$ cat config.mk
export PLATFORM = sky130hd
export DESIGN_NAME = flash_write_unlock_sequencer
export DESIGN_NICKNAME = d
export VERILOG_FILES = /design/src/unlock_tick_div.sv /design/src/flash_write_unlock_sequencer.sv
export SDC_FILE = /design/constraint.sdc
export NUM_CORES = 1
export LEC_CHECK = 0
export BUFFER_PORTS_ARGS = -buffer_cell sky130_fd_sc_hd__buf_2
export CAP_MARGIN = 20
export CORE_MARGIN = 10
export CORE_UTILIZATION = 58
export DETAILED_ROUTE_END_ITERATION = 16
export PLACE_DENSITY = 0.86
export SYNTH_ARGS = -nofsm -noshare
export SYNTH_HDL_FRONTEND = slang
export SYNTH_HIERARCHICAL = 1
export SYNTH_SLANG_ARGS = --single-unit
$ cat constraint.sdc
create_clock -name ref_clk -period 3 [get_ports ref_clk]
set_input_delay 0.3 -clock ref_clk [delete_from_list [all_inputs] [get_ports ref_clk]]
set_output_delay 0.3 -clock ref_clk [all_outputs]
set_load 0.03 [all_outputs]
$ cat src/unlock_tick_div.sv
package flash_unlock_pkg;
	// clock and oscillator rates
	localparam int CLK_HZ = 125000000;
	localparam int OSC_HZ = 32000;
	localparam int OSC_DIV = CLK_HZ / OSC_HZ;
	// unlock window length, rounded down to whole oscillator ticks
	localparam int TIMEOUT_US = 300;
	localparam int TIMEOUT_TICKS = TIMEOUT_US * OSC_HZ / 1000000;
	localparam int TICK_W = 8;
	// mode code and pattern words (low byte written first)
	localparam logic [2:0] MODE_WRITE_UNLOCK = 3'h6;
	localparam logic [15:0] PATTERN_WORD1 = 16'h0400;
	localparam logic [15:0] PATTERN_WORD2 = 16'h090D;
	localparam logic [15:0] PATTERN_WORD3 = 16'h40C3;
	localparam int DATA_WORDS = 4;
	localparam int ADDR_HIGH_W_SMALL = 6;
	localparam int ADDR_LOW_PAGE_MSB = 7;
	localparam int ADDR_LOW_PAGE_LSB = 6;

	// one byte write into the data word registers
	typedef struct packed {
		logic en;
		logic [2:0] sel;
		logic [7:0] value;
	} data_wr_s;

	// control register write: mode and arm bit arrive together
	typedef struct packed {
		logic en;
		logic [2:0] mode;
		logic arm;
	} ctrl_wr_s;

	typedef enum logic [1:0] {ST_IDLE, ST_ARMED, ST_CHECK} unlock_state_e;
endpackage

`timescale 1ns/1ns

module unlock_tick_div #(
	parameter int DIV = flash_unlock_pkg::OSC_DIV
) (
	input wire logic ref_clk,
	input wire logic rst_b,
	output logic tick
);
	import flash_unlock_pkg::*;

	typedef struct packed {
		logic [15:0] cnt;
		logic tick;
	} div_state_s;

	div_state_s st_reg;
	div_state_s st_next;

	// free-running divider, one-cycle enable per oscillator period
	always_comb begin
		st_next = st_reg;
		st_next.tick = 1'b0;
		if (st_reg.cnt == 16'(DIV - 1)) begin
			st_next.cnt = 16'h0000;
			st_next.tick = 1'b1;
		end else begin
			st_next.cnt = st_reg.cnt + 16'h0001;
		end
	end

	always_ff @(posedge ref_clk) begin
		if (!rst_b) begin
			st_reg <= '0;
		end else begin
			st_reg <= st_next;
		end
	end

	assign tick = st_reg.tick;

	tick_period_a: assert property (@(posedge ref_clk) disable iff (!rst_b)
		tick |=> !tick) else $error("divider tick lasted more than one cycle");
endmodule // unlock_tick_div

$ cat src/flash_write_unlock_sequencer.sv
`timescale 1ns/1ns

// Contract
// - mode select code 110 chooses the write-unlock mode
// - arm bit and mode code are accepted in one control write
// - arming starts a 300 us timeout counted on the slow oscillator tick; the code ends it on the 9th tick, at most 281.25 us
// - at overflow the arm bit clears, then the pattern is compared
// - a matching pattern sets the write-enabled flag
// - software may clear the flag, blocking erase and write until unlocked again
// - erase page is high address with low bits 7..6; bits 5..0 ignored
// - page width gives 256 or 512 pages by variant
// - processor halts while write or read initiate is set
// - hardware clears write initiate when the flash write finishes
module flash_write_unlock_sequencer #(
	parameter int ADDR_HIGH_W = flash_unlock_pkg::ADDR_HIGH_W_SMALL,
	parameter int OSC_DIV = flash_unlock_pkg::OSC_DIV,
	parameter int TIMEOUT_TICKS = flash_unlock_pkg::TIMEOUT_TICKS
) (
	input wire logic ref_clk,
	input wire logic rst_b,
	input wire flash_unlock_pkg::ctrl_wr_s ctrl_wr,
	input wire flash_unlock_pkg::data_wr_s data_wr,
	input wire logic flag_clear,
	input wire logic write_init_set,
	input wire logic read_init_set,
	input wire logic erase_req,
	input wire logic flash_done,
	input wire logic [7:0] flash_addr_low,
	input wire logic [ADDR_HIGH_W-1:0] flash_addr_high,
	output logic [2:0] flash_mode_select,
	output logic unlock_arm_bit,
	output logic write_enabled_flag,
	output logic write_initiate_bit,
	output logic read_initiate_bit,
	output logic cpu_halt,
	output logic erase_go,
	output logic [ADDR_HIGH_W+1:0] erase_page,
	output logic [63:0] data_words
);
	import flash_unlock_pkg::*;

	typedef struct packed {
		unlock_state_e fsm;
		logic [2:0] mode;
		logic arm;
		logic wen;
		logic wt;
		logic rd;
		logic [TICK_W-1:0] ticks;
		logic [DATA_WORDS-1:0][15:0] data;
		logic erase_go;
		logic [ADDR_HIGH_W+1:0] page;
	} seq_state_s;

	seq_state_s st_reg;
	seq_state_s st_next;
	logic slow_tick;
	logic pattern_match;
	logic arm_request;
	logic timeout_hit;

	unlock_tick_div #(
		.DIV(OSC_DIV)
	) u_tick_div (
		.ref_clk(ref_clk),
		.rst_b(rst_b),
		.tick(slow_tick)
	);

	// pattern compare on data words one to three
	// expected pattern words
	assign pattern_match = (st_reg.data[1] == PATTERN_WORD1) &&
		(st_reg.data[2] == PATTERN_WORD2) && (st_reg.data[3] == PATTERN_WORD3);
	assign arm_request = ctrl_wr.en && ctrl_wr.arm && (ctrl_wr.mode == MODE_WRITE_UNLOCK);
	// window ends on the last slow tick counted since arming
	assign timeout_hit = slow_tick && (st_reg.ticks == TICK_W'(TIMEOUT_TICKS - 1));

	// next-state logic for the whole sequencer
	always_comb begin
		st_next = st_reg;
		st_next.erase_go = 1'b0;
		// data byte writes, low byte at even select
		if (data_wr.en) begin
			if (data_wr.sel[0]) begin
				st_next.data[data_wr.sel[2:1]][15:8] = data_wr.value;
			end else begin
				st_next.data[data_wr.sel[2:1]][7:0] = data_wr.value;
			end
		end
		// mode and arm in one write
		if (ctrl_wr.en) begin
			st_next.mode = ctrl_wr.mode;
		end
		if (flag_clear) begin
			st_next.wen = 1'b0;
		end
		case (st_reg.fsm)
			ST_IDLE: begin
				if (arm_request) begin
					st_next.arm = 1'b1;
					st_next.ticks = '0;
					st_next.fsm = ST_ARMED;
				end
			end
			ST_ARMED: begin
				if (timeout_hit) begin
					st_next.arm = 1'b0;
					st_next.fsm = ST_CHECK;
				end else if (slow_tick) begin
					st_next.ticks = st_reg.ticks + TICK_W'(1);
				end
			end
			ST_CHECK: begin
				// set on match, wins over clear
				if (pattern_match) begin
					st_next.wen = 1'b1;
				end
				st_next.fsm = ST_IDLE;
			end
			default: begin
				st_next.fsm = ST_IDLE;
				st_next.arm = 1'b0;
			end
		endcase
		// erase and write need the flag
		if (erase_req && st_reg.wen) begin
			st_next.erase_go = 1'b1;
			// page from high address and low bits 7..6
			st_next.page = {flash_addr_high,
				flash_addr_low[ADDR_LOW_PAGE_MSB:ADDR_LOW_PAGE_LSB]};
		end
		if (write_init_set && st_reg.wen) begin
			st_next.wt = 1'b1;
		end
		if (read_init_set) begin
			st_next.rd = 1'b1;
		end
		if (flash_done) begin
			st_next.wt = 1'b0;
			st_next.rd = 1'b0;
		end
	end

	always_ff @(posedge ref_clk) begin
		if (!rst_b) begin
			st_reg <= '0;
		end else begin
			st_reg <= st_next;
		end
	end

	// outputs straight from state
	assign flash_mode_select = st_reg.mode;
	assign unlock_arm_bit = st_reg.arm;
	assign write_enabled_flag = st_reg.wen;
	assign write_initiate_bit = st_reg.wt;
	assign read_initiate_bit = st_reg.rd;
	assign cpu_halt = st_reg.wt || st_reg.rd;
	assign erase_go = st_reg.erase_go;
	assign erase_page = st_reg.page;
	assign data_words = st_reg.data;


	// output checks, one per guarded behaviour
	arm_start_a: assert property (@(posedge ref_clk) disable iff (!rst_b)
		arm_request && st_reg.fsm == ST_IDLE |=>
		unlock_arm_bit && flash_mode_select == MODE_WRITE_UNLOCK)
		else $error("arm request with unlock mode not accepted");
	mode_store_a: assert property (@(posedge ref_clk) disable iff (!rst_b)
		ctrl_wr.en |=> flash_mode_select == $past(ctrl_wr.mode))
		else $error("mode select not stored");
	check_arm_a: assert property (@(posedge ref_clk) disable iff (!rst_b)
		st_reg.fsm == ST_CHECK |-> !unlock_arm_bit)
		else $error("pattern checked while still armed");
	window_bound_a: assert property (@(posedge ref_clk) disable iff (!rst_b)
		unlock_arm_bit |-> st_reg.ticks < TICK_W'(TIMEOUT_TICKS))
		else $error("unlock window ran past its tick count");
	read_halt_a: assert property (@(posedge ref_clk) disable iff (!rst_b)
		read_init_set && !flash_done |=> read_initiate_bit && cpu_halt)
		else $error("processor not halted during read");
	erase_only_a: assert property (@(posedge ref_clk) disable iff (!rst_b)
		!erase_req |=> !erase_go)
		else $error("erase started without a request");
	page_hold_a: assert property (@(posedge ref_clk) disable iff (!rst_b)
		!erase_go |-> $stable(erase_page))
		else $error("erase page changed without an erase");
	arm_clear_a: assert property (@(posedge ref_clk) disable iff (!rst_b)
		st_reg.fsm == ST_ARMED && timeout_hit |=> !unlock_arm_bit ##1 st_reg.fsm == ST_IDLE)
		else $error("arm bit not cleared at timeout");
	armed_hold_a: assert property (@(posedge ref_clk) disable iff (!rst_b)
		$rose(unlock_arm_bit) |-> unlock_arm_bit [*8])
		else $error("unlock window ended too early");
	flag_set_a: assert property (@(posedge ref_clk) disable iff (!rst_b)
		st_reg.fsm == ST_CHECK && pattern_match |=> write_enabled_flag)
		else $error("matching pattern did not enable writing");
	flag_stays_a: assert property (@(posedge ref_clk) disable iff (!rst_b)
		st_reg.fsm == ST_CHECK && !pattern_match && !write_enabled_flag |=> !write_enabled_flag)
		else $error("mismatch enabled writing");
	erase_block_a: assert property (@(posedge ref_clk) disable iff (!rst_b)
		!write_enabled_flag |=> !erase_go && !$rose(write_initiate_bit))
		else $error("erase or write started while locked");
	flag_clear_a: assert property (@(posedge ref_clk) disable iff (!rst_b)
		flag_clear && st_reg.fsm != ST_CHECK |=> !write_enabled_flag)
		else $error("flag clear not honoured");
	page_calc_a: assert property (@(posedge ref_clk) disable iff (!rst_b)
		erase_req && write_enabled_flag |=>
		erase_go && erase_page == {$past(flash_addr_high),
		$past(flash_addr_low[ADDR_LOW_PAGE_MSB:ADDR_LOW_PAGE_LSB])})
		else $error("erase page wrong");
	halt_hold_a: assert property (@(posedge ref_clk) disable iff (!rst_b)
		write_initiate_bit && !flash_done |=> cpu_halt throughout write_initiate_bit [*1])
		else $error("processor not halted during write");
	wt_clear_a: assert property (@(posedge ref_clk) disable iff (!rst_b)
		flash_done && write_initiate_bit |=> !write_initiate_bit && !cpu_halt)
		else $error("write initiate not cleared at completion");
endmodule // flash_write_unlock_sequencer

* Word-level counts from Yosys, hierarchy flattened
Index checks and enable logic that the tools add are counted.
** Word-level totals
- Logic and storage cells :: 71
- Output and inout bits :: 81
- Input bits :: 38
- Register bits :: 107
** Operators by class
- Muxes and demuxes :: 22
- $add $sub $neg :: 2
- Bitwise logic cells :: 2
- Reductions and logical operators :: 16
- Equal/unequal tests :: 12
- Magnitude comparators :: 2
** Operators by type and width (count)
- $bwmux 64 :: 2
- $demux 16 s2 :: 2
- $mux 64 :: 1
- $eq 16x12->1 const B :: 2
- $mux 8 :: 4
- $add 16x1->16 const B :: 1
- $eq 16x11->1 const B :: 1
- $eq 16x15->1 const B :: 1
- $mux 16 :: 1
- $pmux 8 s2 :: 1
- $mux 9 :: 1
- $add 8x1->8 const B :: 1
- $eq 8x4->1 const B :: 1
- $logic_and 1x1->1 :: 8
- $mux 1 :: 6
- $ne 2x2->1 const B :: 3
- $mux 2 :: 2
- $pmux 2 s2 :: 1
- $reduce_and 4->1 :: 1
- $reduce_or 2->1 :: 2
- $eq 3x3->1 const B :: 1
- $lt 2x3->1 const B :: 1
- $pmux 1 s3 :: 1
- $reduce_and 3->1 :: 1
- 9 further kinds :: 10

* Depth between registers and ports, before layout
Gate-level depths: netlist (run 1).
- Depth in word-level cells :: 6
- Depth in mapped cells :: 7
- Mapped depth without buffers :: 6

* By module
Netlist (run 1), hierarchy kept.
** By module, submodules not included
- flash_write_unlock_sequencer :: instances 1, cells an instance 494, area an instance 4145.2 µm², seq. area each 1801.7 µm²
- unlock_tick_div :: instances 1, cells an instance 85, area an instance 809.5 µm², seq. area each 340.3 µm²

* Worst setup path before layout (run 1)
No wires, ideal clock.
- Path type :: register -> register
- Start point :: register st_reg[88] (netlist bit)
- End point :: register st_reg[76] (netlist bit)
- Setup time :: 131 ps
- Stages on the path, launching flop included :: 5
- Setup slack :: 1380 ps
- Arrival :: 1489 ps
- Required time :: 2869 ps
- Path buffers :: 0
- Clock period less this slack :: 1620 ps
- Path through :: dfxtp_1 or4b_4 o21a_1 o311ai_1 o41ai_1
** Between the ends
- Longest elaborated chain between the ends :: 3
- Elaborated cells between the ends (all ways) :: 8
- Those cells by class :: 4 x eq/ne; 1 x mux; 3 x reduce/logical
** RTL lines
- start, declared :: RTL line flash_write_unlock_sequencer.sv:55 : seq_state_s st_reg;
- start signal, assigned :: RTL line flash_write_unlock_sequencer.sv:148 : st_reg <= st_next;
- $eq 2x1->1 or $logic_not 2->1 (tied branches) :: RTL line flash_write_unlock_sequencer.sv:97 : case (st_reg.fsm)
- $ne 2x1->1 (no line), or another cell as far along
- $reduce_and 4->1 (no line)
Several ways; a longest one is shown, not always the timed one.
A chain may end at the register's enable or synchronous reset.

* Final worst setup path (run 1)
- Start point :: register st_reg[88] (netlist bit)
- End point :: register st_reg[78] (netlist bit)
Same word-level chain as after synthesis.

==> results of run 1 <==
Yosys cell counts (5+ instances only):
library cell  count  area share [%]
nor2_1           58             4.4
dfxtp_1         107              43
buf_1            12            0.91
nand3_1          18             1.8
nand2b_1          5            0.63
a21oi_1          54             5.5
xnor2_1          11             1.9
nor4_1            7            0.88
buf_4            75              11
clkbuf_1         14             1.1
nor3_1            5            0.50
nand4_1           9             1.1
nor4bb_1          5             1.0
mux2i_1          27             5.5
inv_1             7            0.53
o21ai_0           6            0.61
o311ai_1          5            0.88
nand2_1          97             7.3
power by group:
part | leakage, nW | internal [mW] | total (mW) | switching [mW]
Clock | 0.0925 | 0.317 | 0.834 | 0.517
Combinational | 1.14 | 0.0641 | 0.212 | 0.148
Sequential | 0.866 | 1.44 | 1.47 | 0.0207
cells by family (layout without fill, tap and decap cells):
family / count (synthesis) / in the layout / synth area share, %
XOR/XNOR: 13 / 13 / 2.298
flip-flops: 107 / 107 / 43.23
AO/OA/AOI/OAI: 75 / 75 / 8.788
adder cells (fa/ha/maj): 4 / 4 / 1.010
AND/OR/NAND/NOR: 242 / 242 / 24.95
buffers and inverters: 111 / 137 / 14.27
multiplexers: 27 / 27 / 5.455
through the flow:
stage	area, um^2	hold slack (ps)
floorplan	4955	412.2
global placement	4977	439.5
detailed placement	4977	444.1
CTS	5160	125.4
global route	5160	130.0
finish	5160	130.0
layer usage:
metal | share of wire [%] | wire, um | vias to the layer above | track usage (%)
met1 | 39 | 4683 | 1870 | 21.24
met2 | 51 | 6010 | 154 | 30.59
li1 | - | - | 1933 | -
met4 | 2.0 | 243 | 0 | 6.261
met5 | 0 | 0 | - | 0
met3 | 7.7 | 918 | 25 | 4.420
worst min-delay path by stage:
stage	slack, ps	to	depth (start not counted)	from
after global placement	440	erase_page[2]	2	erase_page[2]
after global routing	130	read_initiate_bit	3	read_init_set
after detailed placement	440	erase_page[4]	2	erase_page[4]
after CTS	130	read_initiate_bit	3	read_init_set
final	130	read_initiate_bit	3	read_init_set
after floorplan	410	u_tick_div/tick	2	rst_b
layout make-up:
class / count / area [um^2]
multi-input cells: 361 / 2106
flip-flops and latches: 107 / 2142
fillers: 685 / 3098
well taps: 105 / 131.4
clock buffers: 9 / 123.9
repair buffers: 113 / 568.0
clock inverters: 7 / 58.81
inverters: 8 / 30.03
critical path, delay by kind of cell (launching register included):
kind	cells	cell delay [ps]
AOI/OAI and AO/OA	3	770
DFF	1	410
and+or+nand+nor	1	580
==> key figures, run 1 <==
Critical path
  • R2r setup slk: 1100 ps
  • Critical R2R Launch: st_reg[88]
  • CP Class: reg2reg
  • Crit Path Max Fanout: 8
  • FF-to-FF End: st_reg[78]
  • Worst EP arrival: 2140 ps
  • Crit path cell chain: or4b_4 > o21a_1 > o311ai_1 > o41ai_1
  • Worst path required time: 3250 ps
  • Slowest CP cell: or4b_4
  • Startpoint Class: flop
  • Worst Setup SP: st_reg[88]
  • Cells on worst reg2reg path: 4
  • CP Capture Type: flop
  • CP max stage delay: 580 ps
  • Setup crit end: st_reg[78]

STA
  • RSZ-0062 raised after global routing: false
  • Maximum clock frequency: 527.3 MHz
  • Min Tclk post-route: 1896 ps
  • Tightest Pin Transition: 879.1 ps
  • Clk_skew: 14.64 ps
  • Final worst slack: 1104 ps
  • Final Hold Vio Count: 0
  • Final Cycle Share: 63.21%
  • Fin Setup TNS: 0 ps
  • Max_slew headroom: 41.08%
  • Final setup fails: 0
  • Slew Limit Fails: 0

Synthesis
  • Mapped Nets: 621
  • Netlist cell types: 50
  • Yosys warns: 6
  • Cell area after synthesis: 4955 um^2
  • Post-synth EDFFs: 0
  • FFs w/ async S/R, synth: 0%
  • Syn_area_per_cell: 8.557 um^2
  • Top_reg_cell synth: dfxtp_1
  • Yosys reg bits: 107
  • Mapped Cells: 579
  • Sequential fraction of the synthesis area: 43.23%

Route
  • Antenna-violating nets left: 0
  • Routed wire length: 11860 um
  • Routed WL per cell: 16.70 um
  • Residual DRC: 0
  • Vias: 3982
  • DR iter-0 viols: 256
  • DRT Pass-1 Iters: 4
  • Vias/cell: 5.608

Floorplanning
  • Die area: 12640 um^2
  • Die height: 112.4 um
  • Initial Utilization: 60.00%
  • Std cell rows: 33
  • Die X: 112.4 um
  • Ports: 119
  • Total core area: 8258 um^2

CTS
  • # hold bufs at CTS: 0
  • Clock Path Buffers: 2
  • CTS H-Tree Depth: 3
  • Post-CTS sizing: 0
  • CTS Buf Count: 9
  • Post-CTS setup buffers: 0
  • Clk_lat worst skew: 380 ps
  • CTS tree: yes
  • Num Clock Sinks: 107
  • Worst-path clk slew: 100 ps
  • CTS root buffer: clkbuf_8

Cells and area
  • Layout cell share with drive strength beyond 1: 25.12%
  • Area Growth Syn to Fin: 4.141%
  • Highest-count cells in the layout ignoring fill and taps: 112 x buf_2, 107 x dfxtp_1, 97 x nand2_1, 58 x nor2_1, 54 x a21oi_1
  • Diodes inserted: 0
  • Commonest non-fill, non-tap cell in the layout: buf_2
  • Nets: 642
  • Max FFs per register: 64
  • Non-Filler Instances: 710
  • Layout Utilization: 62.48%

Pwr
  • Cell leakage power: 2.096 nW
  • Power per cell area: 486.8 nW/um^2
  • Max VDD drop: 226.2 uV
  • Tot Pwr: 2.512 mW

GRT
  • GRT Resource Usage Total: 17.87%
  • Grt total ovfl: 0
  • Number of global-route vias before repair: 3818
  • Initial antenna violation count: 0
  • First-pass GRT wire length: 19030 um
  • Largest net degree at the start of global routing: 54

Place
  • Setup WS pre-CTS: 1148 ps
  • Placed cells: 694
  • Post-DP HPWL: 8863 um
  • Port bufs: 112
  • RD Place Congestion: 0.8451

Job
  • Max-cap viol count: 0

Run status
  • Status: finished clean

Min path
  • Worst min-delay path category: in2reg
Note: power is estimated with default switching activity, not from simulation.
==> run 2: changes to the inputs <==
Settings changed: CORE_UTILIZATION 58 to 54, PLACE_DENSITY 0.86 to 0.81.
Clock period 3 ns to 1.75 ns, I/O delays scaled along.
==> run 2 against run 1 <==
Core utilization is 2.1 points lower. Count of clock-buffer cells in the layout increased by 2. Clock power up 100%. Critical endpoint is now st_reg[76]. Fmax grew 12%. Cell count up 1.7%.
==> key figures, run 2 (synthesized netlist as in run 1, its figures left out) <==
Critical path
  • Worst path required time: 2000 ps (was 3250 ps)
  • Crit Path Max Fanout: 7 (was 8)
  • CP Class: reg2reg (unchanged)
  • Startpoint Class: flop (unchanged)
  • Worst EP arrival: 1950 ps (was 2140 ps)
  • CP Capture Type: flop (unchanged)

Pwr
  • Max VDD drop: 538.4 uV (was 226.2 uV)
  • Cell leakage power: 2.171 nW (was 2.096 nW)
  • Power per cell area: 859.9 nW/um^2 (was 486.8 nW/um^2)

Place
  • Post-DP HPWL: 8733 um (was 8863 um)
  • Port bufs: 112 (unchanged)
  • RD Place Congestion: 0.8509 (was 0.8451)
  • Cell Area, Placed: 5034 um^2 (was 4977 um^2)

STA
  • Clk_skew: 9.937 ps (was 14.64 ps)
  • Fin Setup TNS: 0 ps (unchanged)
  • Min Tclk post-route: 1697 ps (was 1896 ps)
  • Final setup fails: 0 (unchanged)
  • Tightest Pin Transition: 507.8 ps (was 879.1 ps)
  • Slew Limit Fails: 0 (unchanged)
  • RSZ-0062 raised after global routing: false (unchanged)
  • Final Hold Vio Count: 0 (unchanged)
  • Final Cycle Share: 96.95% (was 63.21%)
  • Max_slew headroom: 66.14% (was 41.08%)
  • Maximum clock frequency: 589.4 MHz (was 527.3 MHz)

Route
  • Vias: 3984 (was 3982)
  • Routed WL per cell: 16.57 um (was 16.70 um)
  • DRT Pass-1 Iters: 4 (unchanged)
  • Residual DRC: 0 (unchanged)
  • Routed wire length: 11960 um (was 11860 um)
  • DR iter-0 viols: 325 (was 256)
  • Vias/cell: 5.518 (was 5.608)
  • Antenna-violating nets left: 0 (unchanged)

Cells and area
  • Area Growth Syn to Fin: 7.374% (was 4.141%)
  • Highest-count cells in the layout ignoring fill and taps: 112 x buf_2, 106 x dfxtp_1, 97 x nand2_1, 58 x nor2_1, 54 x a21oi_1 (was 112 x buf_2, 107 x dfxtp_1, 97 x nand2_1, 58 x nor2_1, 54 x a21oi_1)
  • Max FFs per register: 64 (unchanged)
  • Cell area after layout: 5320 um^2 (was 5160 um^2)
  • Commonest non-fill, non-tap cell in the layout: buf_2 (unchanged)
  • Layout Utilization: 60.41% (was 62.48%)
  • Nets: 650 (was 642)
  • Layout cell share with drive strength beyond 1: 27.08% (was 25.12%)

CTS
  • CTS tree: yes (unchanged)
  • Num Clock Sinks: 107 (unchanged)
  • CTS Buf Count: 9 (unchanged)
  • CTS H-Tree Depth: 3 (unchanged)
  • Worst-path clk slew: 100 ps (about the same)
  • CTS root buffer: clkbuf_8 (unchanged)
  • Clock Path Buffers: 2 (unchanged)
  • Clk_lat worst skew: 370 ps (was 380 ps)
  • # hold bufs at CTS: 0 (unchanged)

Job
  • Max-cap viol count: 0 (unchanged)

Floorplanning
  • Die area: 13410 um^2 (was 12640 um^2)
  • Die X: 115.8 um (was 112.4 um)
  • Initial Utilization: 56.27% (was 60.00%)
  • Total core area: 8806 um^2 (was 8258 um^2)
  • Std cell rows: 34 (was 33)
  • Ports: 119 (unchanged)
  • Die height: 115.8 um (was 112.4 um)

GRT
  • Grt total ovfl: 0 (unchanged)
  • First-pass GRT wire length: 18600 um (was 19030 um)
  • GRT Resource Usage Total: 17.08% (was 17.87%)
  • Largest net degree at the start of global routing: 51 (was 54)
  • Number of global-route vias before repair: 3744 (was 3818)
  • Initial antenna violation count: 0 (unchanged)

Min path
  • Worst min-delay path category: in2reg (unchanged)

Run status
  • Status: finished clean (unchanged)
-- run 2: cell count changes in the layout (fill, tap and decap cells not counted), sizes merged --
cell	before	now
buf	113	121
inv	12	9
diode	0	1
clkinv	2	1
bufinv	0	2
clkbuf	9	11
-- run 2: area by class of cell --
cell class,count,area [um^2]
Multi-Input combinational cell,361,2155
Fill cell,731,3486
Antenna cell,1,2.502
Clock inverter,5,85.08
Timing Repair Buffer,121,628.1
Tap cell,108,135.1
Sequential cell,107,2143
Clock buffer,11,141.4
Inverter,8,30.03
-- run 2: path summary, 6_finish.rpt --
check	from	endpoint	slack (ps)	cells after the start
hold reg to reg	erase_page[5]	erase_page[5]	460	2
hold / removal	read_init_set	read_initiate_bit	20	3
setup reg to reg	st_reg[89]	st_reg[76]	50	4
setup / recovery	st_reg[89]	st_reg[76]	50	4
-- run 2: metrics by stage --
stage / worst slack (ps) / std cells / hold slack (ps) / power, mW
after floorplan: 129.8 / 579 / 287.2 / 2.851
after global placement: 76.75 / 704 / 383.7 / 2.926
after detailed placement: -6.577 / 704 / 400.8 / 2.936
after CTS: 15.71 / 720 / 12.88 / 4.585
after global routing: 0.8744 / 721 / 38.20 / 4.739
final: 53.30 / 722 / 16.25 / 4.575
-- run 2: worst max-delay path, cell delays in order (launching register included) --
cell and delay (ps):
dfxtp_1 340, or4b_4 580, o21a_4 250, o311ai_1 300
o41ai_1 120
-- run 2: report_power, final --
group / total, mW / switching, mW / internal (mW)
registers: 2.51 / 0.0340 / 2.48
clock network: 1.69 / 0.837 / 0.854
logic: 0.373 / 0.257 / 0.116
-- run 2: metal layers --
layer	routed length (um)	share of wire, %	GRT usage (%)	vias up
met3	978	8.2	4.496	23
met2	5895	49	28.44	138
li1	-	-	-	1946
met1	4838	40	20.24	1877
met5	0	0	0	-
met4	249	2.1	7.756	0
-- run 2: repair_timing --
action	CTS	global route
setup endpoints to repair	2	21
buffers inserted	0	1
endpoints found under the hold margin	0	0
pin swaps	0	2
gates resized for setup	1	9
